[src/rtl/isp_defs.svh]
/*
 Constants of the two-channel serial audio port: register offsets, field
 positions, reset values and the timing figures of the clock generator.
 Assumes it is included once, by the package, ahead of the modules that use its macros.
*/
`ifndef ISP_DEFS_SVH
`define ISP_DEFS_SVH

// Register word addresses.
`define ISP_OFS_TASKS 4'h0
`define ISP_OFS_CONFIG 4'h1
`define ISP_OFS_MAXCNT 4'h2
`define ISP_OFS_TXLEFT 4'h3
`define ISP_OFS_TXRIGHT 4'h4
`define ISP_OFS_RXLEFT 4'h5
`define ISP_OFS_RXRIGHT 4'h6
`define ISP_OFS_EVENTS 4'h7

// Task register bits.
`define ISP_TASK_START 0
`define ISP_TASK_STOP 1

// Configuration field positions.
`define ISP_CFG_TXEN 0
`define ISP_CFG_RXEN 1
`define ISP_CFG_MCKEN 2
`define ISP_CFG_MASTER 3
`define ISP_CFG_ALIGNED 4
`define ISP_CFG_WIDTH_LO 5
`define ISP_CFG_WIDTH_HI 6
`define ISP_CFG_DIV_LO 8
`define ISP_CFG_DIV_HI 15
`define ISP_CFG_RATIO_LO 16
`define ISP_CFG_RATIO_HI 27
`define ISP_CFG_PSEL_LO 28
`define ISP_CFG_PSEL_HI 30
`define ISP_CFG_PCONN 31
`define ISP_CFG_RESET 32'h0020_0820

// Event register bits.
`define ISP_EV_TX 0
`define ISP_EV_RX 1
`define ISP_EV_RUN 2

// Reference clock derived from the system clock by a rate accumulator.
`define ISP_MCLK_MHZ 100
`define ISP_REF_MHZ 32

`endif

[src/rtl/isp_pkg.sv]
/*
 Types and shared decoding of the serial audio port.
 Assumes the constants header sits beside it in rtl/.
*/
`include "isp_defs.svh"

package isp_pkg;

   // Sample width code held in the configuration register.
   typedef enum logic [1:0] {ISP_W8, ISP_W16, ISP_W24, ISP_WBAD} isp_width_t;

   // Run state of the port between start and stop tasks.
   typedef enum logic {ISP_IDLE, ISP_RUN} isp_state_t;

   // Bits per sample; an illegal code falls back to 8 bits.
   function automatic logic [5:0] isp_bits(input isp_width_t w);
      unique case (w)
         ISP_W16: isp_bits = 6'h10;
         ISP_W24: isp_bits = 6'h18;
         default: isp_bits = 6'h08;
      endcase
   endfunction

   // Samples packed in one 32-bit buffer word.
   function automatic logic [2:0] isp_per_word(input isp_width_t w);
      unique case (w)
         ISP_W16: isp_per_word = 3'h2;
         ISP_W24: isp_per_word = 3'h1;
         default: isp_per_word = 3'h4;
      endcase
   endfunction

endpackage

[src/rtl/isp_serial_engine.sv]
/*
 Bit engine of the audio port: shifts samples out and in, framed by the
 word-select level, clocked by one-cycle bit clock edge pulses.
 Assumes the pulses and the select level all belong to the system clock.
*/
`timescale 1ns/1ns
`default_nettype none

module isp_serial_engine
   import isp_pkg::*;
(
   input wire logic clk, // System clock.
   input wire logic rst_n, // Asynchronous reset, active low.
   input wire logic active, // Port started.
   input wire logic aligned, // Aligned format when high.
   input wire isp_width_t width, // Sample width code.
   input wire logic sck_rise, // Bit clock rising edge pulse.
   input wire logic sck_fall, // Bit clock falling edge pulse.
   input wire logic ws, // Word-select level.
   input wire logic serial_data_in, // Serial data in, already synchronised.
   input wire logic tx_en, // Transmit path enabled.
   input wire logic rx_en, // Receive path enabled.
   input wire logic [23:0] tx_left, // Left sample to send.
   input wire logic [23:0] tx_right, // Right sample to send.
   output logic serial_data_out, // Serial data out.
   output logic tx_load, // Pulse: a sample was taken for sending.
   output logic tx_right_ch, // Channel of the taken sample.
   output logic rx_done, // Pulse: a sample was received.
   output logic [23:0] rx_word, // Received sample, right aligned.
   output logic rx_right_ch // Channel of the received sample.
);

   logic [5:0] cnt; // Bit clock periods since the last select edge.
   logic ws_prev; // Select level seen at the previous falling edge.
   logic synced; // A select edge has been seen since start.
   logic [23:0] tsh; // Transmit shift register, MSB at the top.
   logic [23:0] rsh; // Receive shift register.
   logic [5:0] rpos; // Bits taken into the sample being received.
   logic rch; // Channel of the sample being received.

   // Decoding of the frame position.
   wire [5:0] bits = isp_bits(width);
   wire [5:0] delay = aligned ? 6'h00 : 6'h01;
   wire is_right = (ws != aligned);
   wire ws_edge = sck_fall && (ws != ws_prev);
   wire [5:0] next_cnt = ws_edge ? 6'h00 : ((cnt != 6'h3F) ? cnt + 6'h01 : cnt);
   wire next_synced = active && (synced || ws_edge);
   wire load = sck_fall && next_synced && (next_cnt == delay);
   wire [23:0] pick = is_right ? tx_right : tx_left;
   wire [23:0] just = pick << (6'h18 - bits);
   wire [23:0] next_tsh = load ? just : {tsh[22:0], 1'b0};
   // In I2S format the last bit of a sample is taken on the first rise
   // after the select edge, so the bit count, not the frame position,
   // decides where a received sample ends.
   wire rx_first = synced && (cnt == delay);
   wire rx_more = (rpos != 6'h00) && (rpos < bits);
   wire [5:0] next_rpos = rx_first ? 6'h01 : rpos + 6'h01;
   wire [23:0] next_rsh = {rsh[22:0], serial_data_in};
   wire [23:0] rmask = ~(24'hFFFFFF << bits);

   // Frame tracking and transmit shifting on falling edges.
   always_ff @(posedge clk or negedge rst_n) begin
      if (!rst_n) begin
         cnt <= 6'h3F;
         ws_prev <= 1'b0;
         synced <= 1'b0;
         tsh <= 24'h000000;
         serial_data_out <= 1'b0;
         tx_load <= 1'b0;
         tx_right_ch <= 1'b0;
      end else if (!active) begin
         // Idle: hold the line low and wait for the next start.
         cnt <= 6'h3F;
         synced <= 1'b0;
         serial_data_out <= 1'b0;
         tx_load <= 1'b0;
         // Track the idle select level so that the first toggle after a
         // start counts as an edge, and flush bits left by a cut frame.
         ws_prev <= ws;
         tsh <= 24'h000000;
      end else begin
         tx_load <= load && tx_en;
         if (sck_fall) begin
            cnt <= next_cnt;
            ws_prev <= ws;
            synced <= next_synced;
            tsh <= next_tsh;
            serial_data_out <= tx_en && next_tsh[23];
            tx_right_ch <= is_right;
         end
      end
   end

   // Receive sampling on rising edges; extra bits are dropped.
   always_ff @(posedge clk or negedge rst_n) begin
      if (!rst_n) begin
         rsh <= 24'h000000;
         rpos <= 6'h00;
         rch <= 1'b0;
         rx_done <= 1'b0;
         rx_word <= 24'h000000;
         rx_right_ch <= 1'b0;
      end else begin
         rx_done <= 1'b0;
         if (!active) begin
            // A stop drops any half-received sample.
            rpos <= 6'h00;
         end else if (rx_en && sck_rise && (rx_first || rx_more)) begin
            rsh <= next_rsh;
            rpos <= next_rpos;
            if (rx_first) begin
               rch <= is_right;
            end
            if (next_rpos == bits) begin
               rx_done <= 1'b1;
               rx_word <= next_rsh & rmask;
               rx_right_ch <= rch;
            end
         end
      end
   end

endmodule

`default_nettype wire

[src/rtl/isp_audio_port.sv]
/*
 Top of the two-channel serial audio port: Avalon-MM register slave,
 master clock generator, master bit and select clock generator, slave
 clock synchronisers, zero-frame preamble and buffer word counting.
 Assumes one 100 MHz system clock; pins of the far side are asynchronous.
*/
// The Avalon-MM register port and the placing of the registers were left to the implementer.
`timescale 1ns/1ns
`default_nettype none

module isp_audio_port
   import isp_pkg::*;
#(
   parameter int MCK_PINS = 4 // Pins that may carry the master clock.
)
(
   input wire logic MCLK, // System clock, 100 MHz.
   input wire logic RESET_N, // Asynchronous reset, active low.
   input wire logic [3:0] AVS_ADDRESS, // Word address.
   input wire logic AVS_READ, // Read request.
   input wire logic AVS_WRITE, // Write request.
   input wire logic [31:0] AVS_WRITEDATA, // Write data.
   output logic [31:0] AVS_READDATA, // Read data.
   output logic AVS_WAITREQUEST, // Slave not ready.
   input wire logic SCK_IN, // Bit clock pin level.
   output logic SCK_OUT, // Bit clock drive value.
   output logic SCK_OE, // Bit clock drive enable.
   input wire logic WS_IN, // Word-select pin level.
   output logic WS_OUT, // Word-select drive value.
   output logic WS_OE, // Word-select drive enable.
   input wire logic SERIAL_DATA_IN, // Serial data in.
   output logic SERIAL_DATA_OUT, // Serial data out.
   output logic [MCK_PINS-1:0] MCK_PIN, // Master clock on selected pin.
   output logic TX_PTR_UPD, // Pulse: transmit buffer words done.
   output logic RX_PTR_UPD // Pulse: receive buffer words done.
);

   // Configuration and data registers.
   logic [31:0] cfg; // Configuration word.
   logic [13:0] maxcnt; // Buffer size in words.
   logic [23:0] tx_left; // Left transmit sample.
   logic [23:0] tx_right; // Right transmit sample.
   logic [23:0] rx_left; // Last received left sample.
   logic [23:0] rx_right; // Last received right sample.
   logic [1:0] ev; // Sticky pointer-update flags.
   isp_state_t state; // Run state.

   // Field decode of the configuration word.
   wire tx_en = cfg[`ISP_CFG_TXEN];
   wire rx_en = cfg[`ISP_CFG_RXEN];
   wire mck_en = cfg[`ISP_CFG_MCKEN];
   wire master = cfg[`ISP_CFG_MASTER];
   wire aligned = cfg[`ISP_CFG_ALIGNED];
   wire isp_width_t width = isp_width_t'(cfg[`ISP_CFG_WIDTH_HI:`ISP_CFG_WIDTH_LO]);
   wire [7:0] div = cfg[`ISP_CFG_DIV_HI:`ISP_CFG_DIV_LO];
   wire [11:0] ratio = cfg[`ISP_CFG_RATIO_HI:`ISP_CFG_RATIO_LO];
   wire [2:0] psel = cfg[`ISP_CFG_PSEL_HI:`ISP_CFG_PSEL_LO];
   wire pconn = cfg[`ISP_CFG_PCONN];
   wire [5:0] bits = isp_bits(width);
   wire running = (state == ISP_RUN);

   // Bus decode: a request is taken while waitrequest is low.
   wire req = AVS_READ || AVS_WRITE;
   wire wr_take = AVS_WRITE && !AVS_WAITREQUEST;
   wire wr_tasks = wr_take && (AVS_ADDRESS == `ISP_OFS_TASKS);
   wire start_task = wr_tasks && AVS_WRITEDATA[`ISP_TASK_START];
   wire stop_task = wr_tasks && AVS_WRITEDATA[`ISP_TASK_STOP];
   wire wr_ev = wr_take && (AVS_ADDRESS == `ISP_OFS_EVENTS);
   wire [1:0] ev_clr = wr_ev ? AVS_WRITEDATA[1:0] : 2'h0;

   // Read multiplexer; unmapped addresses read as zero.
   logic [31:0] rd_mux;
   always_comb begin
      unique case (AVS_ADDRESS)
         `ISP_OFS_CONFIG: rd_mux = cfg;
         `ISP_OFS_MAXCNT: rd_mux = {18'h00000, maxcnt};
         `ISP_OFS_TXLEFT: rd_mux = {8'h00, tx_left};
         `ISP_OFS_TXRIGHT: rd_mux = {8'h00, tx_right};
         `ISP_OFS_RXLEFT: rd_mux = {8'h00, rx_left};
         `ISP_OFS_RXRIGHT: rd_mux = {8'h00, rx_right};
         `ISP_OFS_EVENTS: rd_mux = {29'h00000000, running, ev};
         default: rd_mux = 32'h00000000;
      endcase
   end

   // One wait cycle per access: the answer stands one edge after the request.
   always_ff @(posedge MCLK or negedge RESET_N) begin
      if (!RESET_N) begin
         AVS_WAITREQUEST <= 1'b1;
         AVS_READDATA <= 32'h00000000;
      end else begin
         AVS_WAITREQUEST <= !(req && AVS_WAITREQUEST);
         if (AVS_READ && AVS_WAITREQUEST) begin
            AVS_READDATA <= rd_mux;
         end
      end
   end

   // Software-written registers.
   always_ff @(posedge MCLK or negedge RESET_N) begin
      if (!RESET_N) begin
         cfg <= `ISP_CFG_RESET;
         maxcnt <= 14'h0001;
         tx_left <= 24'h000000;
         tx_right <= 24'h000000;
      end else if (wr_take) begin
         unique case (AVS_ADDRESS)
            `ISP_OFS_CONFIG: cfg <= AVS_WRITEDATA;
            `ISP_OFS_MAXCNT: maxcnt <= AVS_WRITEDATA[13:0];
            `ISP_OFS_TXLEFT: tx_left <= AVS_WRITEDATA[23:0];
            `ISP_OFS_TXRIGHT: tx_right <= AVS_WRITEDATA[23:0];
            default: ;
         endcase
      end
   end

   // Start and stop tasks; a stop in the same write wins.
   always_ff @(posedge MCLK or negedge RESET_N) begin
      if (!RESET_N) begin
         state <= ISP_IDLE;
      end else if (stop_task) begin
         state <= ISP_IDLE;
      end else if (start_task) begin
         state <= ISP_RUN;
      end
   end

   // Reference tick: 32 of every 100 system cycles, spread evenly.
   localparam logic [7:0] REF_STEP = 8'(`ISP_REF_MHZ);
   localparam logic [7:0] REF_MOD = 8'(`ISP_MCLK_MHZ);
   logic [7:0] ref_acc; // Rate accumulator, one bit wider than the modulus.
   wire [7:0] ref_sum = ref_acc + REF_STEP;
   wire ref_tick = (ref_sum >= REF_MOD);
   wire mck_run = running && mck_en;
   always_ff @(posedge MCLK or negedge RESET_N) begin
      if (!RESET_N) begin
         ref_acc <= 8'h00;
      end else if (!mck_run) begin
         ref_acc <= 8'h00;
      end else begin
         ref_acc <= ref_tick ? ref_sum - REF_MOD : ref_sum;
      end
   end

   // Master clock: reference divided by the divisor, below 2 taken as 2.
   logic [7:0] mck_cnt; // Reference ticks in this period.
   logic mck_lvl; // Master clock level.
   wire [7:0] div_eff = (div < 8'h02) ? 8'h02 : div;
   wire mck_hi_end = ref_tick && (mck_cnt == (div_eff >> 1) - 8'h01);
   wire mck_lo_end = ref_tick && (mck_cnt == div_eff - 8'h01);
   wire mck_half = mck_run && (mck_hi_end || mck_lo_end);
   always_ff @(posedge MCLK or negedge RESET_N) begin
      if (!RESET_N) begin
         mck_cnt <= 8'h00;
         mck_lvl <= 1'b0;
      end else if (!mck_run) begin
         // Stopped generator parks low so the next start is clean.
         mck_cnt <= 8'h00;
         mck_lvl <= 1'b0;
      end else if (ref_tick) begin
         mck_cnt <= mck_lo_end ? 8'h00 : mck_cnt + 8'h01;
         if (mck_lo_end) begin
            mck_lvl <= 1'b1;
         end else if (mck_hi_end) begin
            mck_lvl <= 1'b0;
         end
      end
   end

   // Master clock to the selected pin, one flop per pin.
   genvar gp;
   generate
      for (gp = 0; gp < MCK_PINS; gp++) begin : g_mck_pin
         always_ff @(posedge MCLK or negedge RESET_N) begin
            if (!RESET_N) begin
               MCK_PIN[gp] <= 1'b0;
            end else begin
               MCK_PIN[gp] <= pconn && (psel == 3'(gp)) && mck_lvl;
            end
         end
      end
   endgenerate

   // Bit clock half period: 2*width added per master half period, the
   // ratio taken off; exact because the ratio divides evenly.
   logic [12:0] sck_acc; // Bit clock phase accumulator.
   logic [5:0] bitc; // Bit clock periods into this half-frame.
   logic m_rise; // Master rising edge pulse for the engine.
   logic m_fall; // Master falling edge pulse for the engine.
   wire m_run = running && master;
   wire [12:0] sck_sum = sck_acc + {6'h00, bits, 1'b0};
   wire sck_half = m_run && mck_half && (sck_sum >= {1'b0, ratio});
   wire half_end = (bitc == bits - 6'h01);

   // Master clocks: bit clock from the master clock, select from bit count.
   always_ff @(posedge MCLK or negedge RESET_N) begin
      if (!RESET_N) begin
         sck_acc <= 13'h0000;
         bitc <= 6'h00;
         SCK_OUT <= 1'b1;
         WS_OUT <= 1'b0;
         m_rise <= 1'b0;
         m_fall <= 1'b0;
      end else if (!m_run) begin
         // Preset so that the first falling edge opens a left half.
         sck_acc <= 13'h0000;
         bitc <= bits - 6'h01;
         SCK_OUT <= 1'b1;
         WS_OUT <= !aligned;
         m_rise <= 1'b0;
         m_fall <= 1'b0;
      end else begin
         m_rise <= sck_half && !SCK_OUT;
         m_fall <= sck_half && SCK_OUT;
         if (mck_half) begin
            sck_acc <= sck_half ? sck_sum - {1'b0, ratio} : sck_sum;
         end
         if (sck_half) begin
            SCK_OUT <= !SCK_OUT;
            if (SCK_OUT) begin
               bitc <= half_end ? 6'h00 : bitc + 6'h01;
               if (half_end) begin
                  WS_OUT <= !WS_OUT;
               end
            end
         end
      end
   end

   // Clocks are driven only by a running master.
   always_ff @(posedge MCLK or negedge RESET_N) begin
      if (!RESET_N) begin
         SCK_OE <= 1'b0;
         WS_OE <= 1'b0;
      end else begin
         SCK_OE <= m_run;
         WS_OE <= m_run;
      end
   end

   // Pin synchronisers; only the second stage and later are read.
   logic [2:0] sy1; // First stage: bit clock, select, data.
   logic [2:0] sy2; // Second stage.
   logic sck_d; // Bit clock one cycle later, for edges.
   always_ff @(posedge MCLK or negedge RESET_N) begin
      if (!RESET_N) begin
         sy1 <= 3'h0;
         sy2 <= 3'h0;
         sck_d <= 1'b0;
      end else begin
         sy1 <= {SCK_IN, WS_IN, SERIAL_DATA_IN};
         sy2 <= sy1;
         sck_d <= sy2[2];
      end
   end

   // In slave mode the framing comes from the pins alone.
   wire e_rise = master ? m_rise : (sy2[2] && !sck_d);
   wire e_fall = master ? m_fall : (!sy2[2] && sck_d);
   wire e_ws = master ? WS_OUT : sy2[1];

   // Zero preamble: two whole frames of silence after a master start.
   logic [1:0] zcnt; // Zero frames still to send.
   logic e_tx_load; // Engine took a sample.
   logic e_tx_right; // Channel of that sample.
   wire zeroing = (zcnt != 2'h0);
   wire [23:0] send_l = zeroing ? 24'h000000 : tx_left;
   wire [23:0] send_r = zeroing ? 24'h000000 : tx_right;
   always_ff @(posedge MCLK or negedge RESET_N) begin
      if (!RESET_N) begin
         zcnt <= 2'h0;
      end else if (start_task && !stop_task) begin
         zcnt <= master ? 2'h2 : 2'h0;
      end else if (e_tx_load && e_tx_right && zeroing) begin
         zcnt <= zcnt - 2'h1;
      end
   end

   // Bit engine.
   logic e_rx_done;
   logic [23:0] e_rx_word;
   logic e_rx_right;
   isp_serial_engine u_engine (
      .clk(MCLK),
      .rst_n(RESET_N),
      .active(running),
      .aligned(aligned),
      .width(width),
      .sck_rise(e_rise),
      .sck_fall(e_fall),
      .ws(e_ws),
      .serial_data_in(sy2[0]),
      .tx_en(tx_en),
      .rx_en(rx_en),
      .tx_left(send_l),
      .tx_right(send_r),
      .serial_data_out(SERIAL_DATA_OUT),
      .tx_load(e_tx_load),
      .tx_right_ch(e_tx_right),
      .rx_done(e_rx_done),
      .rx_word(e_rx_word),
      .rx_right_ch(e_rx_right)
   );

   // Received samples are kept per channel for software.
   always_ff @(posedge MCLK or negedge RESET_N) begin
      if (!RESET_N) begin
         rx_left <= 24'h000000;
         rx_right <= 24'h000000;
      end else if (e_rx_done) begin
         if (e_rx_right) begin
            rx_right <= e_rx_word;
         end else begin
            rx_left <= e_rx_word;
         end
      end
   end

   // Buffer word counting, path 0 transmit and path 1 receive. Zero
   // preamble samples come from no buffer and are not counted.
   wire [1:0] samp_done = {e_rx_done, e_tx_load && !zeroing};
   wire [2:0] per_word = isp_per_word(width);
   logic [1:0] ptr_pulse; // Word count reached, per path.
   genvar gw;
   generate
      for (gw = 0; gw < 2; gw++) begin : g_words
         logic [2:0] scnt; // Samples in the current word.
         logic [13:0] wcnt; // Words since the last event.
         wire word_end = samp_done[gw] && (scnt == per_word - 3'h1);
         wire buf_end = word_end && (wcnt >= maxcnt - 14'h0001);
         always_ff @(posedge MCLK or negedge RESET_N) begin
            if (!RESET_N) begin
               scnt <= 3'h0;
               wcnt <= 14'h0000;
               ptr_pulse[gw] <= 1'b0;
            end else if (start_task) begin
               scnt <= 3'h0;
               wcnt <= 14'h0000;
               ptr_pulse[gw] <= 1'b0;
            end else begin
               ptr_pulse[gw] <= buf_end;
               if (samp_done[gw]) begin
                  scnt <= word_end ? 3'h0 : scnt + 3'h1;
               end
               if (word_end) begin
                  wcnt <= buf_end ? 14'h0000 : wcnt + 14'h0001;
               end
            end
         end
         // Sticky flag: a new event beats a clear in the same cycle.
         always_ff @(posedge MCLK or negedge RESET_N) begin
            if (!RESET_N) begin
               ev[gw] <= 1'b0;
            end else begin
               ev[gw] <= (ev[gw] && !ev_clr[gw]) || ptr_pulse[gw];
            end
         end
      end
   endgenerate

   // Event pulses leave on their own flops.
   always_ff @(posedge MCLK or negedge RESET_N) begin
      if (!RESET_N) begin
         TX_PTR_UPD <= 1'b0;
         RX_PTR_UPD <= 1'b0;
      end else begin
         TX_PTR_UPD <= ptr_pulse[0];
         RX_PTR_UPD <= ptr_pulse[1];
      end
   end

endmodule

`default_nettype wire

[config.mk]
export PLATFORM = sky130hd
export DESIGN_NAME = isp_audio_port
export DESIGN_NICKNAME = d
export VERILOG_FILES = /design/src/rtl/isp_pkg.sv /design/src/rtl/isp_serial_engine.sv /design/src/rtl/isp_audio_port.sv
export VERILOG_INCLUDE_DIRS = /design/src /design/src/rtl
export SDC_FILE = /design/constraint.sdc
export NUM_CORES = 1
export LEC_CHECK = 0
export ABC_AREA = 1
export CORE_AREA = 3 3 180 182
export CTS_CLUSTER_DIAMETER = 40
export CTS_CLUSTER_SIZE = 28
export DETAILED_ROUTE_END_ITERATION = 8
export DIE_AREA = 0 0 183 185
export DONT_BUFFER_PORTS = 1
export MAX_ROUTING_LAYER = met4
export PLACE_DENSITY = 0.75
export SYNTH_ARGS = -nofsm -noshare
export SYNTH_HDL_FRONTEND = slang
export SYNTH_SLANG_ARGS = --single-unit
export TNS_END_PERCENT = 20
[constraint.sdc]
create_clock -name MCLK -period 12.55 [get_ports MCLK]
set_input_delay 0.6275 -clock MCLK [delete_from_list [all_inputs] [get_ports MCLK]]
set_output_delay 0.6275 -clock MCLK [all_outputs]
set_load 0.005 [all_outputs]
== Yosys cells after proc, flatten, opt, wreduce, memory -nomap -nowiden ==
Cells that the tools add are included.

* Register bits: 360
* Logic and storage cells: 272

* Add/subtract/negate cells: 19
* Order comparisons: 6
* Eq/ne operators: 31
* Shift-type cells: 2
* Muxes and demuxes: 75
* Bitwise logic cells: 3
* Reduce and logical (&&, ||, !) cells: 86

{| class="wikitable"
|+ Operator list
! operator !! number
|-
| one-hot mux 32 bit (7 select lines) || 1
|-
| two-way mux 24 bit || 4
|-
| two-way mux 14 bit || 6
|-
| two-way mux 6 bit || 11
|-
| two-way mux 8 bit || 6
|-
| logical AND 1 bit || 46
|-
| two-way mux 23 bit || 2
|-
| two-way mux 13 bit || 3
|-
| two-way mux 1 bit || 30
|-
| adder 14 x 1 -> 14 bit (second input constant) || 2
|-
| >= comparator 14 bit || 2
|-
| bitwise AND 24 bit || 1
|-
| equality test 6 bit || 4
|-
| NOT 24 bit || 1
|-
| left shift 24 x 5 -> 24 bit (first input constant) || 1
|-
| left shift 24 x 6 -> 24 bit || 1
|-
| AND reduction 2 bit || 10
|-
| adder 6 x 1 -> 6 bit (second input constant) || 3
|-
| two-way mux 3 bit || 6
|-
| equality test 4 x 3 -> 1 bit (second input constant) || 4
|-
| equality test 8 bit || 2
|-
| nonzero test 2 bit || 7
|-
| subtractor 14 x 1 -> 14 bit (second input constant) || 1
|-
| adder 13 x 7 -> 13 bit || 1
|-
| 37 further kinds || 67
|}

== Longest topological paths before layout ==
* Depth after elaboration: 12
* Mapped depth: 26
* Mapped depth without buffers: 24

== Hierarchy ==
From an unflattened synthesis, not the netlist that was laid out.

* Cells, all modules: 2529
* Area total of the unflattened synthesis: 19561.3 µm²

{| class="wikitable"
|+ Modules (own cells, without submodules)
! module !! instances !! cells an instance !! area each (µm²) !! sequential area each (µm²)
|-
| isp_audio_port || 1 || 1756 || 14172.3 || 6713.9
|-
| isp_serial_engine || 1 || 773 || 5388.9 || 2259.7
|}

== Worst setup path after synthesis ==
Ideal clock, no wire load.

* Path type: flip-flop to flip-flop
* Start: register cfg[5]
* End: register WS_OUT
* Library setup time: 0.117 ns
* Arrival: 3.962 ns
* Required time: 12.433 ns
* Slack: 8.471 ns
* Cell stages (with the launch flop): 27
* Path buffers: 3
* Cell sequence: dfstp_2 -> inv_1 -> ha_1 -> clkinv_1 -> clkbuf_1 -> buf_1 -> ha_1 -> a21oi_1 -> nor2_1 -> nand2_1 -> nor2_1 -> nand3_1 -> xor2_1 -> inv_1 -> ha_1 -> inv_1 -> nor3_1 -> nand3_1 -> nand2_1 -> nor2_1 -> nand2_1 -> inv_1 -> o21bai_2 -> buf_4 -> nand2_1 -> nand2_1 -> nand2_1

* Word-level cells in the longest chain between the ends: 7
* Elaborated cells between the ends (all ways): 11

{| class="wikitable"
|+ Ends and longest elaborated chain
! element !! RTL line !! text
|-
| from (decl) || isp_audio_port.sv:39 || <nowiki>logic [31:0] cfg;</nowiki>
|-
| from (signal assigned) || isp_audio_port.sv:102 || <nowiki>cfg <= `ISP_CFG_RESET;</nowiki>
|-
| equality test 2 bit or equality test 2 x 1 -> 1 bit (tied branches) || isp_pkg.sv:17 || <nowiki>unique case (w)</nowiki>
|-
| one-hot mux 5 bit (2 select lines) (*) || isp_pkg.sv:17 ||
|-
| adder 13 x 7 -> 13 bit || isp_audio_port.sv:191 || <nowiki>wire [12:0] sck_sum = sck_acc + {6'h00, bits, 1'b0};</nowiki>
|-
| >= comparator 13 x 12 -> 1 bit || isp_audio_port.sv:192 || <nowiki>wire sck_half = m_run && mck_half && (sck_sum >= {1'b0, ratio});</nowiki>
|-
| logical AND 1 bit || isp_audio_port.sv:192 ||
|-
| inequality test 2 x 1 -> 1 bit (no line) || - ||
|-
| AND reduction 3 bit (no line) (*) || - ||
|-
| to (signal assigned) || isp_audio_port.sv:209 || <nowiki>WS_OUT <= !aligned;</nowiki>
|-
| to (signal assigned) || isp_audio_port.sv:223 || <nowiki>WS_OUT <= !WS_OUT;</nowiki>
|-
| to (decl) || isp_audio_port.sv:29 || <nowiki>output logic WS_OUT,</nowiki>
|}

Every way passes the cells marked *; elsewhere a longest branch is shown, timed or not.
A chain may end at the register's enable or synchronous reset.

== Worst setup path in the final report ==
* Start: register cfg[5]
* End: register bitc[2]

* Word-level cells in the longest chain between the ends: 8
* Elaborated cells between the ends (all ways): 14

{| class="wikitable"
|+ Ends and longest elaborated chain
! element !! RTL line !! text
|-
| equality test 2 bit or equality test 2 x 1 -> 1 bit (tied branches) || isp_pkg.sv:17 ||
|-
| one-hot mux 5 bit (2 select lines) (*) || isp_pkg.sv:17 ||
|-
| branches (longest 6 deep; another with adder 13 x 7 -> 13 bit) || - ||
|-
| to (signal assigned) || isp_audio_port.sv:207 || <nowiki>bitc <= bits - 6'h01;</nowiki>
|-
| to (signal assigned) || isp_audio_port.sv:221 || <nowiki>bitc <= half_end ? 6'h00 : bitc + 6'h01;</nowiki>
|-
| to (decl) || isp_audio_port.sv:187 || <nowiki>logic [5:0] bitc;</nowiki>
|}

Mark *: on every way between the ends. The select of a mux whose other input is x is not followed.

==> impl_metrics.tcl <==
set metrics [dict create \
    drt_iter0_drc 1681 \
    grt_pass1_wl_um 80210 \
    antenna_found_initial 0 \
    whs_ns -0.03859 \
    end_kind "flop" \
    grt_pass1_vias 15020 \
    initial_core_util_pct 60.44 \
    syn_nets 2408 \
    synth_common_cells "607 x nand2_1, 346 x dfrtp_1, 263 x inv_1, 250 x o21ai_0, 147 x nand3_1" \
    cts_inserted_buffers 49 \
    area_growth_pct 11.03 \
    hp-class "input port to async pin" \
    nNetsFinal 2390 \
    start_kind "flop" \
    total_power_mw 3.647 \
    pwr-share-seq_pct 38.0 \
    ys_seq_area_share_pct 48.28 \
    overflow 0 \
    clk_pin_slew_worst_paths_ns 0.06 \
    ys_types 52 \
    clock_path_buffers 3 \
    ys_seq_elements 358 \
    sw_frac_of_total_pct 33.93 \
    setup.worst_path.class "flop to flop" \
    port_buffers 0 \
    clock_tree.root_cell "clkbuf_16" \
    n_fill_cell 2552 \
    htree_levels 2 \
    drc_errors 0 \
    dr.pass1.iters 6 \
    wire_per_inst_um 18.40 \
    tns_ns 0 \
    layout_setup_ws_ns 6.887 \
    power_density_nw_per_um2 176.7 \
    fp.dieH_um 185 \
    p_switching_mw 1.238 \
    ios 87 \
    design.core.area_um2 30750 \
    post-route-period-util_pct 45.12 \
    syn_area_um2 18590 \
    grt_use_total_pct 30.50 \
    pre_cts_slack_ns 7.015 \
    drv_cap 0 \
    cellLeakagePower_nw 10.03 \
    netlist_instances 2299 \
    clkPwrFrac_pct 39.7 \
    fmax_ghz 0.1766 \
    layout_min_cycle_time_ns 5.663 \
    synth_ff_type "dfrtp_1" \
    violations "hold timing" \
    drv_slew 0 \
    worstPathArrival_ns 6.10 \
    ir_drop_mv 0.1330 \
    rsz0062_at_grt "false" \
    finalClockSkew_ns 0.02717 \
    status "complete, but fails checks" \
    stdcell_area_um2 20640 \
    yosys.area.top_type "dfrtp_1" \
    postSynth.asyncResetShare_pct 100.0 \
    slew_headroom_pct 20.80 \
    clock_sinks 358 \
    die_w_um 183 \
    comb_power_share_pct 22.3 \
    row_count 64 \
    insertion_delay_ns 0.56 \
    wl_um 50030 \
    yosysWarnings 0 \
    synth_most_common_cell "nand2_1" \
    gp_congestion 0.9305 \
    dp_hpwl_um 34400 \
    worstPathRequired_ns 12.99 \
    worstMarginPinSlew_ns 1.187 \
    avgSynthCellArea_um2 8.084 \
    postRouteAntennaNets 0 \
    cp_max_fo 21 \
    via_per_inst 5.834 \
    vias 15860 \
    dieArea_um2 33860 \
    finalSetupViolCount 0 \
    power.internal_mw 2.410 \
    synth.area.top_cells "dfrtp_1 47%, nand2_1 12%, o21ai_0 6.7%" \
    tritoncts "built" \
    synth_edf_count 0 \
    postPlaceCellArea_um2 18820 \
    synth_top_area_share_pct 46.59 \
    grt_max_degree 355 \
    drive_gt1_share_pct 6.675 \
    finalHoldViolCount 13 \
]
-- stage by stage --
stage | hold WS, ns | utilization (%) | instances
detailed placement | 0.3381 | 61.21 | 2622
floorplan | 0.3312 | - | 2299
global route | 0.04024 | 67.10 | 2718
global placement | 0.3363 | 61.21 | 2622
CTS | 0.07791 | 66.92 | 2716
finish | -0.03859 | 67.11 | 2719
-- worst paths after layout --
path                                      from             endpoint  slack, ns  cells after the start
worst max register to register          cfg[5]              bitc[2]       6.89                     22
worst max-delay path                    cfg[5]              bitc[2]       6.89                     22
max in group asynchronous              RESET_N          sck_acc[10]      11.03                      3
worst min register to register          sy1[2]               sy2[2]       0.35                      0
worst min-delay path                   RESET_N  g_words[1].wcnt[11]      -0.04                      1
min in group MCLK               SERIAL_DATA_IN               sy1[0]       0.09                      0
-- sequential cells by signal, summed over array words and instances, names as in the netlist, 24 cells and up --
name	count
rx_right	24
tx_right	24
AVS_READDATA	32
tx_left	24
rx_left	24
g_words.wcnt	28
cfg	32
u_engine.rx_word	24
-- final cells by class --
cell class,instances,area [um2],share of cell area (%)
inverter,278,1044,5.057
timing repair buffer,15,175.2,0.8488
clock buffer,56,1305,6.324
sequential,358,8974,43.49
clock inverter,36,415.4,2.013
tap,396,495.5,2.401
antenna,1,2.502,0.01213
multi-input combinational,1579,8225,39.86
-- routing by layer --
metal  track usage [%]  wire, um  vias to the layer above
li1                  -         -                     7526
met1             41.44     21630                     7600
met2             48.17     23220                      631
met3             3.908      3419                      105
met4             10.09      1755                        0
met5                 -         0                        -
-- cells in the final DEF (no fill, tap or decap), types with 11 or more instances in the layout --
| cell | synthesis | routed |
|---|---|---|
| a21oi_1 | 54 | 54 |
| o211ai_1 | 35 | 35 |
| o31ai_1 | 11 | 11 |
| nor2_1 | 145 | 144 |
| ha_1 | 64 | 64 |
| nor3_1 | 28 | 28 |
| o21ai_0 | 250 | 250 |
| inv_1 | 263 | 263 |
| dfrtp_1 | 346 | 346 |
| o21ai_1 | 25 | 25 |
| inv_6 | 0 | 14 |
| dfstp_2 | 12 | 12 |
| clkbuf_16 | 0 | 51 |
| a221oi_1 | 18 | 18 |
| nand2_1 | 607 | 605 |
| o22ai_1 | 35 | 35 |
| xnor2_1 | 16 | 16 |
| buf_4 | 4 | 11 |
| xor2_1 | 53 | 52 |
| nand3_1 | 147 | 147 |
-- kinds of logic after synthesis --
group                      count (synthesis)  synth area share, %
and+or+nand+nor                          975                21.78
AOI/OAI and AO/OA                        466                14.39
buffers and inverters                    362                7.540
DFF                                      358                48.28
xor gates and xnor gates                  71                3.427
adders and majority gates                 66                4.524
muxes                                      1              0.06059
-- repair_timing --
item | in CTS | in global routing
resized for setup | 0 | 0
buffers inserted | 0 | 0
hold buffers | 2 | 0
endpoints found under the hold margin | 354 | 0
-- critical path, cell delays in order (launching register included) --
cell	delay, ns
dfstp_2	0.54
ha_1	0.72
clkinv_1	0.74
ha_1	0.44
inv_1	0.07
fa_1	0.23
nor3_2	0.10
xor2_1	0.14
inv_1	0.07
ha_1	0.33
nand2_1	0.08
nor2_1	0.14
nand3_1	0.09
nand3_1	0.15
nand2_1	0.08
nand2_1	0.06
nand2_1	0.06
nand2_1	0.36
inv_1	0.26
o21bai_2	0.47
nand2_1	0.24
nand2_1	0.11
nand2_1	0.05
-- power by group through the flow --
stage / clock network [mW] / registers (mW) / logic [mW]
global placement: 0 / 1.40 / 0.753
global route: 1.51 / 1.40 / 0.924
floorplan: 0 / 1.36 / 0.609
finish: 1.45 / 1.39 / 0.815
detailed placement: 0 / 1.40 / 0.773
CTS: 1.46 / 1.38 / 0.806
Power figures use the tool's default switching activity.
